File: config.mk
export PLATFORM = sky130hd
export DESIGN_NAME = vcr_bank
export DESIGN_NICKNAME = d
export VERILOG_FILES = /design/src/vcr_pkg.sv /design/src/vcr_reg_if.sv /design/src/vcr_ahb_port.sv /design/src/vcr_bank.sv
export SDC_FILE = /design/constraint.sdc
export NUM_CORES = 1
export LEC_CHECK = 0
export ABC_AREA = 0
export ABC_CLOCK_PERIOD_IN_PS = 6200
export BUFFER_PORTS_ARGS = -buffer_cell sky130_fd_sc_hd__buf_2
export CAP_MARGIN = 20
export CORE_UTILIZATION = 55
export CTS_CLUSTER_DIAMETER = 60
export DETAILED_ROUTE_END_ITERATION = 10
export GPL_TIMING_DRIVEN = 0
export HOLD_SLACK_MARGIN = 0.05
export PLACE_DENSITY = 0.78
export RECOVER_POWER = 25
export SLEW_MARGIN = 20
export SYNTH_ARGS = -nofsm -noshare
export SYNTH_HDL_FRONTEND = slang
export SYNTH_SLANG_ARGS = --single-unit
File: constraint.sdc
create_clock -name i_clk -period 6.2 [get_ports i_clk]
set_input_delay 0 -clock i_clk [delete_from_list [all_inputs] [get_ports i_clk]]
set_output_delay 0 -clock i_clk [all_outputs]
set_load 0.05 [all_outputs]
File: src/vcr_pkg.sv
// vcr_pkg: map, field layout and state types of the analog channel register bank
package vcr_pkg;

  localparam int NUM_REGS = 11;
  localparam logic [3:0] SLOT_NONE = 4'hF;

  // printed register indices; byte address is four times the index
  localparam logic [7:0] IDX_CLOCK_CFG  = 8'hC0;
  localparam logic [7:0] IDX_PHASE_1_4  = 8'hC1;
  localparam logic [7:0] IDX_PHASE_5_8  = 8'hC2;
  localparam logic [7:0] IDX_PHASE_9_12 = 8'hC3;
  localparam logic [7:0] IDX_PHASE_13_16 = 8'hC4;
  localparam logic [7:0] IDX_CHAN_PDN   = 8'hC5;
  localparam logic [7:0] IDX_GLOBAL_PDN = 8'hC6;
  localparam logic [7:0] IDX_FILTER_CFG = 8'hC7;
  localparam logic [7:0] IDX_LOW_POWER  = 8'hC8;
  localparam logic [7:0] IDX_MED_POWER  = 8'hCE;
  localparam logic [7:0] IDX_SWITCH_DIS = 8'hE6;

  // storage slots
  localparam logic [3:0] SLOT_CLOCK_CFG  = 4'h0;
  localparam logic [3:0] SLOT_PHASE_1_4  = 4'h1;
  localparam logic [3:0] SLOT_PHASE_5_8  = 4'h2;
  localparam logic [3:0] SLOT_PHASE_9_12 = 4'h3;
  localparam logic [3:0] SLOT_PHASE_13_16 = 4'h4;
  localparam logic [3:0] SLOT_CHAN_PDN   = 4'h5;
  localparam logic [3:0] SLOT_GLOBAL_PDN = 4'h6;
  localparam logic [3:0] SLOT_FILTER_CFG = 4'h7;
  localparam logic [3:0] SLOT_LOW_POWER  = 4'h8;
  localparam logic [3:0] SLOT_MED_POWER  = 4'h9;
  localparam logic [3:0] SLOT_SWITCH_DIS = 4'hA;

  localparam logic [15:0] REG_RESET = 16'h0000;
  // implemented bits per slot, slot 0 in the low word
  localparam logic [NUM_REGS-1:0][15:0] REG_MASK = {
    16'h001F, 16'h4000, 16'h1000, 16'h0F80, 16'h000F,
    16'hFFFF, 16'hFFFF, 16'hFFFF, 16'hFFFF, 16'hFFFF, 16'h001F};

  // field positions
  localparam int BIT_PATH_SEL  = 0;
  localparam int BIT_RATIO_LO  = 1;
  localparam int BIT_FAST_TYPE = 3;
  localparam int BIT_BASE_TYPE = 4;
  localparam int BIT_FAST_PDN  = 0;
  localparam int BIT_GLOBAL_PDN = 1;
  localparam int BIT_LNA_PDN   = 2;
  localparam int BIT_FILT_PDN  = 3;
  localparam int BIT_LPF_LO    = 7;
  localparam int BIT_HPF_DIS   = 9;
  localparam int BIT_HPF_LO    = 10;
  localparam int BIT_LOW_POWER = 12;
  localparam int BIT_MED_POWER = 14;
  localparam int BIT_EXT_SW_DIS = 4;
  localparam int PHASE_BITS    = 4;

  localparam logic [1:0] HSIZE_WORD = 2'h2;

  typedef enum logic {VCR_IDLE, VCR_DATA} vcr_phase_t;

  typedef struct packed {
    vcr_phase_t  phase;
    logic        write;
    logic [3:0]  slot;
    logic        ready;
    logic [31:0] rdata;
  } vcr_port_t;

  typedef struct packed {
    logic [NUM_REGS-1:0][15:0] regs;
    logic                      tgc_active;
    logic                      lna_gain_fixed;
    logic                      attenuator_disable;
    logic                      lowpass_disable;
  } vcr_bank_t;

  // byte address to storage slot, SLOT_NONE when unmapped
  function automatic logic [3:0] slot_of(input logic [31:0] addr);
    logic [3:0] s;
    s = SLOT_NONE;
    if (addr[31:10] == 22'h000000)
    begin
      unique case (addr[9:2])
        IDX_CLOCK_CFG:   s = SLOT_CLOCK_CFG;
        IDX_PHASE_1_4:   s = SLOT_PHASE_1_4;
        IDX_PHASE_5_8:   s = SLOT_PHASE_5_8;
        IDX_PHASE_9_12:  s = SLOT_PHASE_9_12;
        IDX_PHASE_13_16: s = SLOT_PHASE_13_16;
        IDX_CHAN_PDN:    s = SLOT_CHAN_PDN;
        IDX_GLOBAL_PDN:  s = SLOT_GLOBAL_PDN;
        IDX_FILTER_CFG:  s = SLOT_FILTER_CFG;
        IDX_LOW_POWER:   s = SLOT_LOW_POWER;
        IDX_MED_POWER:   s = SLOT_MED_POWER;
        IDX_SWITCH_DIS:  s = SLOT_SWITCH_DIS;
        default:         s = SLOT_NONE;
      endcase
    end
    return s;
  endfunction

  // mixer phase code of one channel, 0-based, in steps of 22.5 degrees
  function automatic logic [3:0] phase_of(input logic [63:0] ph, input logic [3:0] ch);
    return ph[ch*PHASE_BITS +: PHASE_BITS];
  endfunction

endpackage

File: src/vcr_reg_if.sv
// vcr_reg_if: register access strobe between bus port and register storage
`timescale 1ns/1ps
interface vcr_reg_if;
  logic        wr;
  logic [3:0]  slot;
  logic [15:0] wdata;
  logic [15:0] rdata;
  modport port (output wr, output slot, output wdata, input rdata);
  modport bank (input wr, input slot, input wdata, output rdata);
endinterface

File: src/vcr_ahb_port.sv
// vcr_ahb_port: AHB-Lite slave front end with one wait state per transfer
`timescale 1ns/1ps
module vcr_ahb_port (
  input  wire logic        i_clk,       // system clock
  input  wire logic        i_srst,      // synchronous reset
  input  wire logic        i_hsel,      // slave select
  input  wire logic [31:0] i_haddr,     // byte address
  input  wire logic [1:0]  i_htrans,    // transfer type
  input  wire logic        i_hwrite,    // write when high
  input  wire logic [2:0]  i_hsize,     // transfer size
  input  wire logic [31:0] i_hwdata,    // write data
  input  wire logic        i_hready,    // bus ready
  output logic             o_hreadyout, // slave ready
  output logic             o_hresp,     // always okay
  output logic [31:0]      o_hrdata,    // read data
  vcr_reg_if.port          bus          // to storage
);

  vcr_pkg::vcr_port_t st;
  vcr_pkg::vcr_port_t next_st;

  always_comb
  begin
    next_st = st;
    unique case (st.phase)
      vcr_pkg::VCR_IDLE:
      begin
        if (i_hsel && i_htrans[1] && i_hready)
        begin
          next_st.phase = vcr_pkg::VCR_DATA;
          // only whole-word writes reach the storage
          next_st.write = i_hwrite && (i_hsize == {1'b0, vcr_pkg::HSIZE_WORD});
          next_st.slot  = vcr_pkg::slot_of(i_haddr);
          next_st.ready = 1'b0;
        end
      end
      vcr_pkg::VCR_DATA:
      begin
        // the wait state gives hwdata time to settle and hrdata a flop
        next_st.phase = vcr_pkg::VCR_IDLE;
        next_st.ready = 1'b1;
        next_st.rdata = st.write ? 32'h00000000 : {16'h0000, bus.rdata};
      end
    endcase
  end

  always_ff @(posedge i_clk)
  begin
    if (i_srst)
    begin
      st <= '{phase: vcr_pkg::VCR_IDLE, write: 1'b0, slot: vcr_pkg::SLOT_NONE,
              ready: 1'b1, rdata: 32'h00000000};
    end
    else
    begin
      st <= next_st;
    end
  end

  assign bus.wr      = (st.phase == vcr_pkg::VCR_DATA) && st.write;
  assign bus.slot    = st.slot;
  assign bus.wdata   = i_hwdata[15:0];
  assign o_hreadyout = st.ready;
  assign o_hresp     = 1'b0;
  assign o_hrdata    = st.rdata;

endmodule

File: src/vcr_bank.sv
// vcr_bank: analog channel control register bank behind an AHB-Lite port
// Operation
// - every register resets to zero
// - bit 4: base clock buffer CMOS/differential
// - bit 3: fast clock buffer differential/CMOS
// - bits 2-1: clock ratio 16X/8X/4X/1X
// - bit 0: TGC or CW path, exclusive
// - CW forces fixed 18 dB gain, no attenuator/filter
// - phase code N means N times 22.5 degrees
// - 0xC1 holds channels 1-4, channel 1 low
// - 0xC2-0xC4 hold channels 5-16 likewise
// - 0xC5 bit per channel powers analog channel down
//
// The AHB-Lite slave port was decided locally.
`timescale 1ns/1ps
module vcr_bank (
  input  wire logic        i_clk,                        // 100 MHz clock
  input  wire logic        i_srst,                       // synchronous reset
  input  wire logic        i_hsel,                       // AHB select
  input  wire logic [31:0] i_haddr,                      // AHB address
  input  wire logic [1:0]  i_htrans,                     // AHB transfer type
  input  wire logic        i_hwrite,                     // AHB direction
  input  wire logic [2:0]  i_hsize,                      // AHB size
  input  wire logic [31:0] i_hwdata,                     // AHB write data
  input  wire logic        i_hready,                     // AHB ready in
  output logic             o_hreadyout,                  // AHB ready out
  output logic             o_hresp,                      // AHB response
  output logic [31:0]      o_hrdata,                     // AHB read data
  output logic             o_signal_path_select,         // 1 = CW path
  output logic             o_tgc_active,                 // TGC path on
  output logic [1:0]       o_doppler_clock_ratio,        // CW clock ratio
  output logic             o_base_rate_clock_input_type, // 1 = differential
  output logic             o_fast_rate_clock_input_type, // 1 = CMOS
  output logic             o_lna_gain_fixed,             // LNA held at 18 dB
  output logic             o_attenuator_disable,         // input attenuator off
  output logic             o_lowpass_disable,            // low-pass filter off
  output logic [63:0]      o_mixer_phase,                // 4 bits per channel
  output logic [15:0]      o_channel_powerdown,          // per channel
  output logic             o_fast_powerdown,             // fast power-down
  output logic             o_global_powerdown,           // global power-down
  output logic             o_lna_powerdown,              // LNA power-down
  output logic             o_filter_powerdown,           // filter power-down
  output logic [1:0]       o_lowpass_corner,             // filter corner code
  output logic             o_lna_highpass_disable,       // LNA high-pass off
  output logic [1:0]       o_lna_highpass_corner,        // LNA high-pass code
  output logic             o_low_power_mode,             // low-power setting
  output logic             o_medium_power_mode,          // medium-power setting
  output logic [3:0]       o_switch_disable,             // T/R switch disables
  output logic             o_ext_switch_disable          // external switch off
);

  vcr_reg_if bus ();

  vcr_ahb_port u_port (
    .i_clk       (i_clk),
    .i_srst      (i_srst),
    .i_hsel      (i_hsel),
    .i_haddr     (i_haddr),
    .i_htrans    (i_htrans),
    .i_hwrite    (i_hwrite),
    .i_hsize     (i_hsize),
    .i_hwdata    (i_hwdata),
    .i_hready    (i_hready),
    .o_hreadyout (o_hreadyout),
    .o_hresp     (o_hresp),
    .o_hrdata    (o_hrdata),
    .bus         (bus.port)
  );

  vcr_pkg::vcr_bank_t st;
  vcr_pkg::vcr_bank_t next_st;
  logic               slot_ok;

  assign slot_ok = (bus.slot < 4'(vcr_pkg::NUM_REGS));

  // the write gate of the gain memory lives elsewhere; software owns it
  always_comb
  begin
    next_st = st;
    if (bus.wr && slot_ok)
    begin
      // unimplemented bits are dropped so they read back as zero
      next_st.regs[bus.slot] = bus.wdata & vcr_pkg::REG_MASK[bus.slot];
    end
    // derived from the new value so the path controls move with the write
    next_st.tgc_active = !next_st.regs[vcr_pkg::SLOT_CLOCK_CFG][vcr_pkg::BIT_PATH_SEL];
    next_st.lna_gain_fixed =
      next_st.regs[vcr_pkg::SLOT_CLOCK_CFG][vcr_pkg::BIT_PATH_SEL];
    next_st.attenuator_disable =
      next_st.regs[vcr_pkg::SLOT_CLOCK_CFG][vcr_pkg::BIT_PATH_SEL];
    next_st.lowpass_disable =
      next_st.regs[vcr_pkg::SLOT_CLOCK_CFG][vcr_pkg::BIT_PATH_SEL];
  end

  always_ff @(posedge i_clk)
  begin
    if (i_srst)
    begin
      st <= '{regs: {vcr_pkg::NUM_REGS{vcr_pkg::REG_RESET}}, tgc_active: 1'b1,
              lna_gain_fixed: 1'b0, attenuator_disable: 1'b0,
              lowpass_disable: 1'b0};
    end
    else
    begin
      st <= next_st;
    end
  end

  assign bus.rdata = slot_ok ? st.regs[bus.slot] : 16'h0000;

  // field outputs, each a direct flop bit
  assign o_signal_path_select =
    st.regs[vcr_pkg::SLOT_CLOCK_CFG][vcr_pkg::BIT_PATH_SEL];
  assign o_tgc_active = st.tgc_active;
  assign o_doppler_clock_ratio =
    st.regs[vcr_pkg::SLOT_CLOCK_CFG][vcr_pkg::BIT_RATIO_LO +: 2];
  assign o_base_rate_clock_input_type =
    st.regs[vcr_pkg::SLOT_CLOCK_CFG][vcr_pkg::BIT_BASE_TYPE];
  assign o_fast_rate_clock_input_type =
    st.regs[vcr_pkg::SLOT_CLOCK_CFG][vcr_pkg::BIT_FAST_TYPE];
  assign o_lna_gain_fixed     = st.lna_gain_fixed;
  assign o_attenuator_disable = st.attenuator_disable;
  assign o_lowpass_disable    = st.lowpass_disable;
  // channel 1 sits in the lowest nibble; code N is N x 22.5 degrees
  assign o_mixer_phase = {st.regs[vcr_pkg::SLOT_PHASE_13_16],
                          st.regs[vcr_pkg::SLOT_PHASE_9_12],
                          st.regs[vcr_pkg::SLOT_PHASE_5_8],
                          st.regs[vcr_pkg::SLOT_PHASE_1_4]};
  // analog channel only; converter power is controlled elsewhere
  assign o_channel_powerdown = st.regs[vcr_pkg::SLOT_CHAN_PDN];
  assign o_fast_powerdown =
    st.regs[vcr_pkg::SLOT_GLOBAL_PDN][vcr_pkg::BIT_FAST_PDN];
  assign o_global_powerdown =
    st.regs[vcr_pkg::SLOT_GLOBAL_PDN][vcr_pkg::BIT_GLOBAL_PDN];
  assign o_lna_powerdown =
    st.regs[vcr_pkg::SLOT_GLOBAL_PDN][vcr_pkg::BIT_LNA_PDN];
  assign o_filter_powerdown =
    st.regs[vcr_pkg::SLOT_GLOBAL_PDN][vcr_pkg::BIT_FILT_PDN];
  assign o_lowpass_corner =
    st.regs[vcr_pkg::SLOT_FILTER_CFG][vcr_pkg::BIT_LPF_LO +: 2];
  assign o_lna_highpass_disable =
    st.regs[vcr_pkg::SLOT_FILTER_CFG][vcr_pkg::BIT_HPF_DIS];
  assign o_lna_highpass_corner =
    st.regs[vcr_pkg::SLOT_FILTER_CFG][vcr_pkg::BIT_HPF_LO +: 2];
  assign o_low_power_mode =
    st.regs[vcr_pkg::SLOT_LOW_POWER][vcr_pkg::BIT_LOW_POWER];
  assign o_medium_power_mode =
    st.regs[vcr_pkg::SLOT_MED_POWER][vcr_pkg::BIT_MED_POWER];
  assign o_switch_disable = st.regs[vcr_pkg::SLOT_SWITCH_DIS][3:0];
  assign o_ext_switch_disable =
    st.regs[vcr_pkg::SLOT_SWITCH_DIS][vcr_pkg::BIT_EXT_SW_DIS];

  logic wr_clk;
  logic wr_pdn;
  assign wr_clk = bus.wr && (bus.slot == vcr_pkg::SLOT_CLOCK_CFG);
  assign wr_pdn = bus.wr && (bus.slot == vcr_pkg::SLOT_CHAN_PDN);
endmodule

==> impl_results.md <==
* H-tree Lvls at 1
* Clock Path Buffers at 3
* Maximum vdd drop at 0.000202 V
* Largest net degree at the start of global routing at 15
* FF+latch count, synth at 206
* Hold WC Path Type: input pin to flop
* Critical Path AT at 3.30 ns
* Initial drt markers at about 850
* RSZ-0062 raised after global routing: false
* CP Launch Type: flop
* Register share of total power at between 40% and 50%
* Worst path bufs/invs at 3
* Routed vias/inst at 5.58
* I/O Buffers at 176
* Sw Ratio at ~22%
* Syn avg cell area at 8.98 sq um
* Tcrit/Tclk final at a little under half
* Post-DRT Antenna Nets at 0
* Hold Violations, Final at 0
* Critical path, cell by cell: buf_1 -> nor3_1 -> and3_1 -> clkbuf_1 -> buf_2 -> mux2i_1 -> nor2_1
* Area grow syn2layout at 20.8%
* WS Path Type: flop to flop
* Average wire per standard cell at 17.9 um
* Layout cells sized above 1 at 22.5%
* CP max stage delay at roughly 0.67 ns
* Max-cap violations at 0
* Post-synth top flop: dfxtp_1
* Slew of the pin with the lowest slew margin at 1.06 ns
* Req. time, crit path at 6.57 ns
* Post-CTS Setup Repair Bufs at 0
* Register area share after synthesis at 41.7%
* Crit path max-delay family: buffers and inverters
* Worst-path clk slew at 0.06 ns
* TritonCTS clock tree: yes
* Async SR Flop Fraction at 0%
* Nets at 1413
* Clock Latency Late Sink at 0.50 ns
* Setup TNS at 0 ns
* CP Capture Type: flop
* WL final at between 20000 and 30000 um
* CTS Buf Count at 22
* Period minus WS final at 2.94 ns
* EDFF count, synth at 0
* Clock skew at 0.0184 ns
* Post-Syn Area at 0.00989 sq mm
* Fmax at around 0.34 GHz
* RD Place Congestion at ~0.94
* DR pass1 iterations at 5
* Logic pwr share at about 4.0%
* Full die area at 0.0185 sq mm
* Synth Instances at 1101
* Final core utilization at 68.6%
* Worst Path Max Fanout at 10
* Global-route wire length before repair at between 40000 and 50000 um
* Most frequent cells in the layout: 206 x dfxtp_1, 167 x nand2_1, 159 x clkbuf_1
* I/O pins at 213
* GRT Total Usage at 30.5%
* Vias in the first global route at 8236
* Internal Power at 0.00215 W
* Initial antenna violation count at 0
* Initial Utilization at 56.8%
* Width of the chip at 136 um
* Rows at 48
* Post-DP HPWL at 20200 um
* Crit path launch: u_port.bus.slot[2]$_SDFFE_PP1P_
* Library cells used by synthesis at 46
* Status: finished, final reports clean
* Max Slew Vio Count at 0
* Commonest non-fill, non-tap cell in the layout: dfxtp_1
* Via count at 8814
* Clock Sinks at 206
* Worst slew margin relative to its limit at between 20 and 30%
* CTS root buffer: clkbuf_16
* CORE AREA at 0.0174 sq mm
* Clk pwr share at 47.8%
* Worst reg2reg startpoint: u_port.bus.slot[2]$_SDFFE_PP1P_
* Finish-stage setup viols at 0
* Pwr dens at between 200 and 250 mW/mm^2
* DRC errors left at 0
* Number of diodes at 0
* Min-delay src: i_haddr[28]
* Post-place setup slack at 3.42 ns
* Tot Pwr at ~0.0028 W
* Yosys warns at 0
* Final Worst Setup Slack at 3.26 ns
* Slowest CP cell: nor3_1
* Fillers at 1436
* Leakage at 4.94 nW
* Switch Pwr at 0.000605 W
* Die Span Y at 136 um
* GRT overflow at 0
worst reg2reg max path, delay by kind of cell, from the launching register on:
family	cells	cell delay, ns
mux	1	0.25
simple gates	3	0.99
flops	1	0.34
buf+inv	3	1.22
metrics by stage:
stage	hold slack, ns	instances	instance area [sq um]
3_5_place_dp	0.364	1518	11100
6_report	0.0966	1579	11900
5_1_grt	0.134	1579	11900
3_3_place_gp	0.357	1518	11100
4_1_cts	0.0862	1579	12100
2_1_floorplan	0.165	1117	9950
state kept, by name, indices dropped and copies added (netlist names), 2 cells and up, named ones only:
name,flops
st,75
o_mixer_phase,64
o_channel_powerdown,16
u_port.o_hrdata,16
o_switch_disable,4
u_port.bus.slot,4
o_doppler_clock_ratio,2
o_lna_highpass_corner,2
o_lowpass_corner,2
u_port.st,2
cell families (layout without fill, tap and decap cells):
kind of cell | Yosys count | in the layout | synth area share (%)
buf+inv | 215 | 452 | 13.0
compound gates | 159 | 159 | 9.76
other cells | 1 | 17 | 0.0379
simple gates | 371 | 371 | 16.4
flops | 206 | 206 | 41.7
xor+xnor | 2 | 2 | 0.177
mux | 147 | 147 | 18.9
layer usage:
layer / up-vias / part of all wire [%] / wire [um] / track usage [%]
li1: 4096 / - / - / -
met1: 4134 / 40 / 11300 / 40.8
met2: 522 / 49 / 13700 / 51.4
met3: 62 / 8.8 / 2500 / 2.95
met4: 0 / 2.5 / 693 / 10.8
met5: - / 0 / 0 / 0
cell type report:
class | count | area, sq um | area share [%]
tap | 225 | 282 | 2.36
buffer | 214 | 1280 | 10.7
multi-input combinational | 696 | 4540 | 38.0
inverter | 1 | 3.75 | 0.0314
clock buffer | 30 | 622 | 5.20
sequential | 206 | 4120 | 34.5
clock inverter | 9 | 97.6 | 0.817
timing repair buffer | 198 | 998 | 8.36
final timing paths:
path                                                   endpoint  slack, ns  cells past startpoint
worst min register to register              st[10]$_SDFFE_PP0P_       0.45                      2
worst min-delay path            u_port.bus.slot[0]$_SDFFE_PP1P_        0.1                      5
worst max-delay path                       st[154]$_SDFFE_PP0P_       3.26                      7
worst max register to register             st[154]$_SDFFE_PP0P_       3.26                      7
cell usage after synthesis, drive strengths merged (2+ instances only):
library cell | count | area (sq um)
dfxtp | 206 | 4120
nand2 | 167 | 627
buf | 142 | 1010
a21oi | 115 | 576
mux2i | 115 | 1150
nor2 | 112 | 423
clkbuf | 72 | 270
mux4 | 32 | 721
nand3 | 32 | 160
and2 | 18 | 114
a22o | 16 | 140
o22ai | 16 | 100
nand2b | 7 | 43.8
nor3 | 6 | 30.0
and3 | 5 | 32.5
nor4 | 4 | 25.0
nand4b | 3 | 26.3
nor2b | 3 | 18.8
o41ai | 3 | 71.3
or4 | 3 | 33.8
a211oi | 2 | 15.0
nand3b | 2 | 15.0
nor3b | 2 | 15.0
or2 | 2 | 12.5
xnor2 | 2 | 17.5
power groups by stage:
stage	Sequential, W	Combinational, W	Clock, W
finish	0.00132	0.000110	0.00132
global route	0.00132	0.000117	0.00137
CTS	0.00132	0.000109	0.00131
detailed placement	0.00135	0.0000987	0
global placement	0.00135	0.0000979	0
floorplan	0.00136	0.0000617	0
timing repair:
action / in CTS / in global routing
hold buffers: 22 / 0
resized for setup: 0 / 0
hold endpoints to repair: 28 / 0
(Power assumes the default switching activity.)
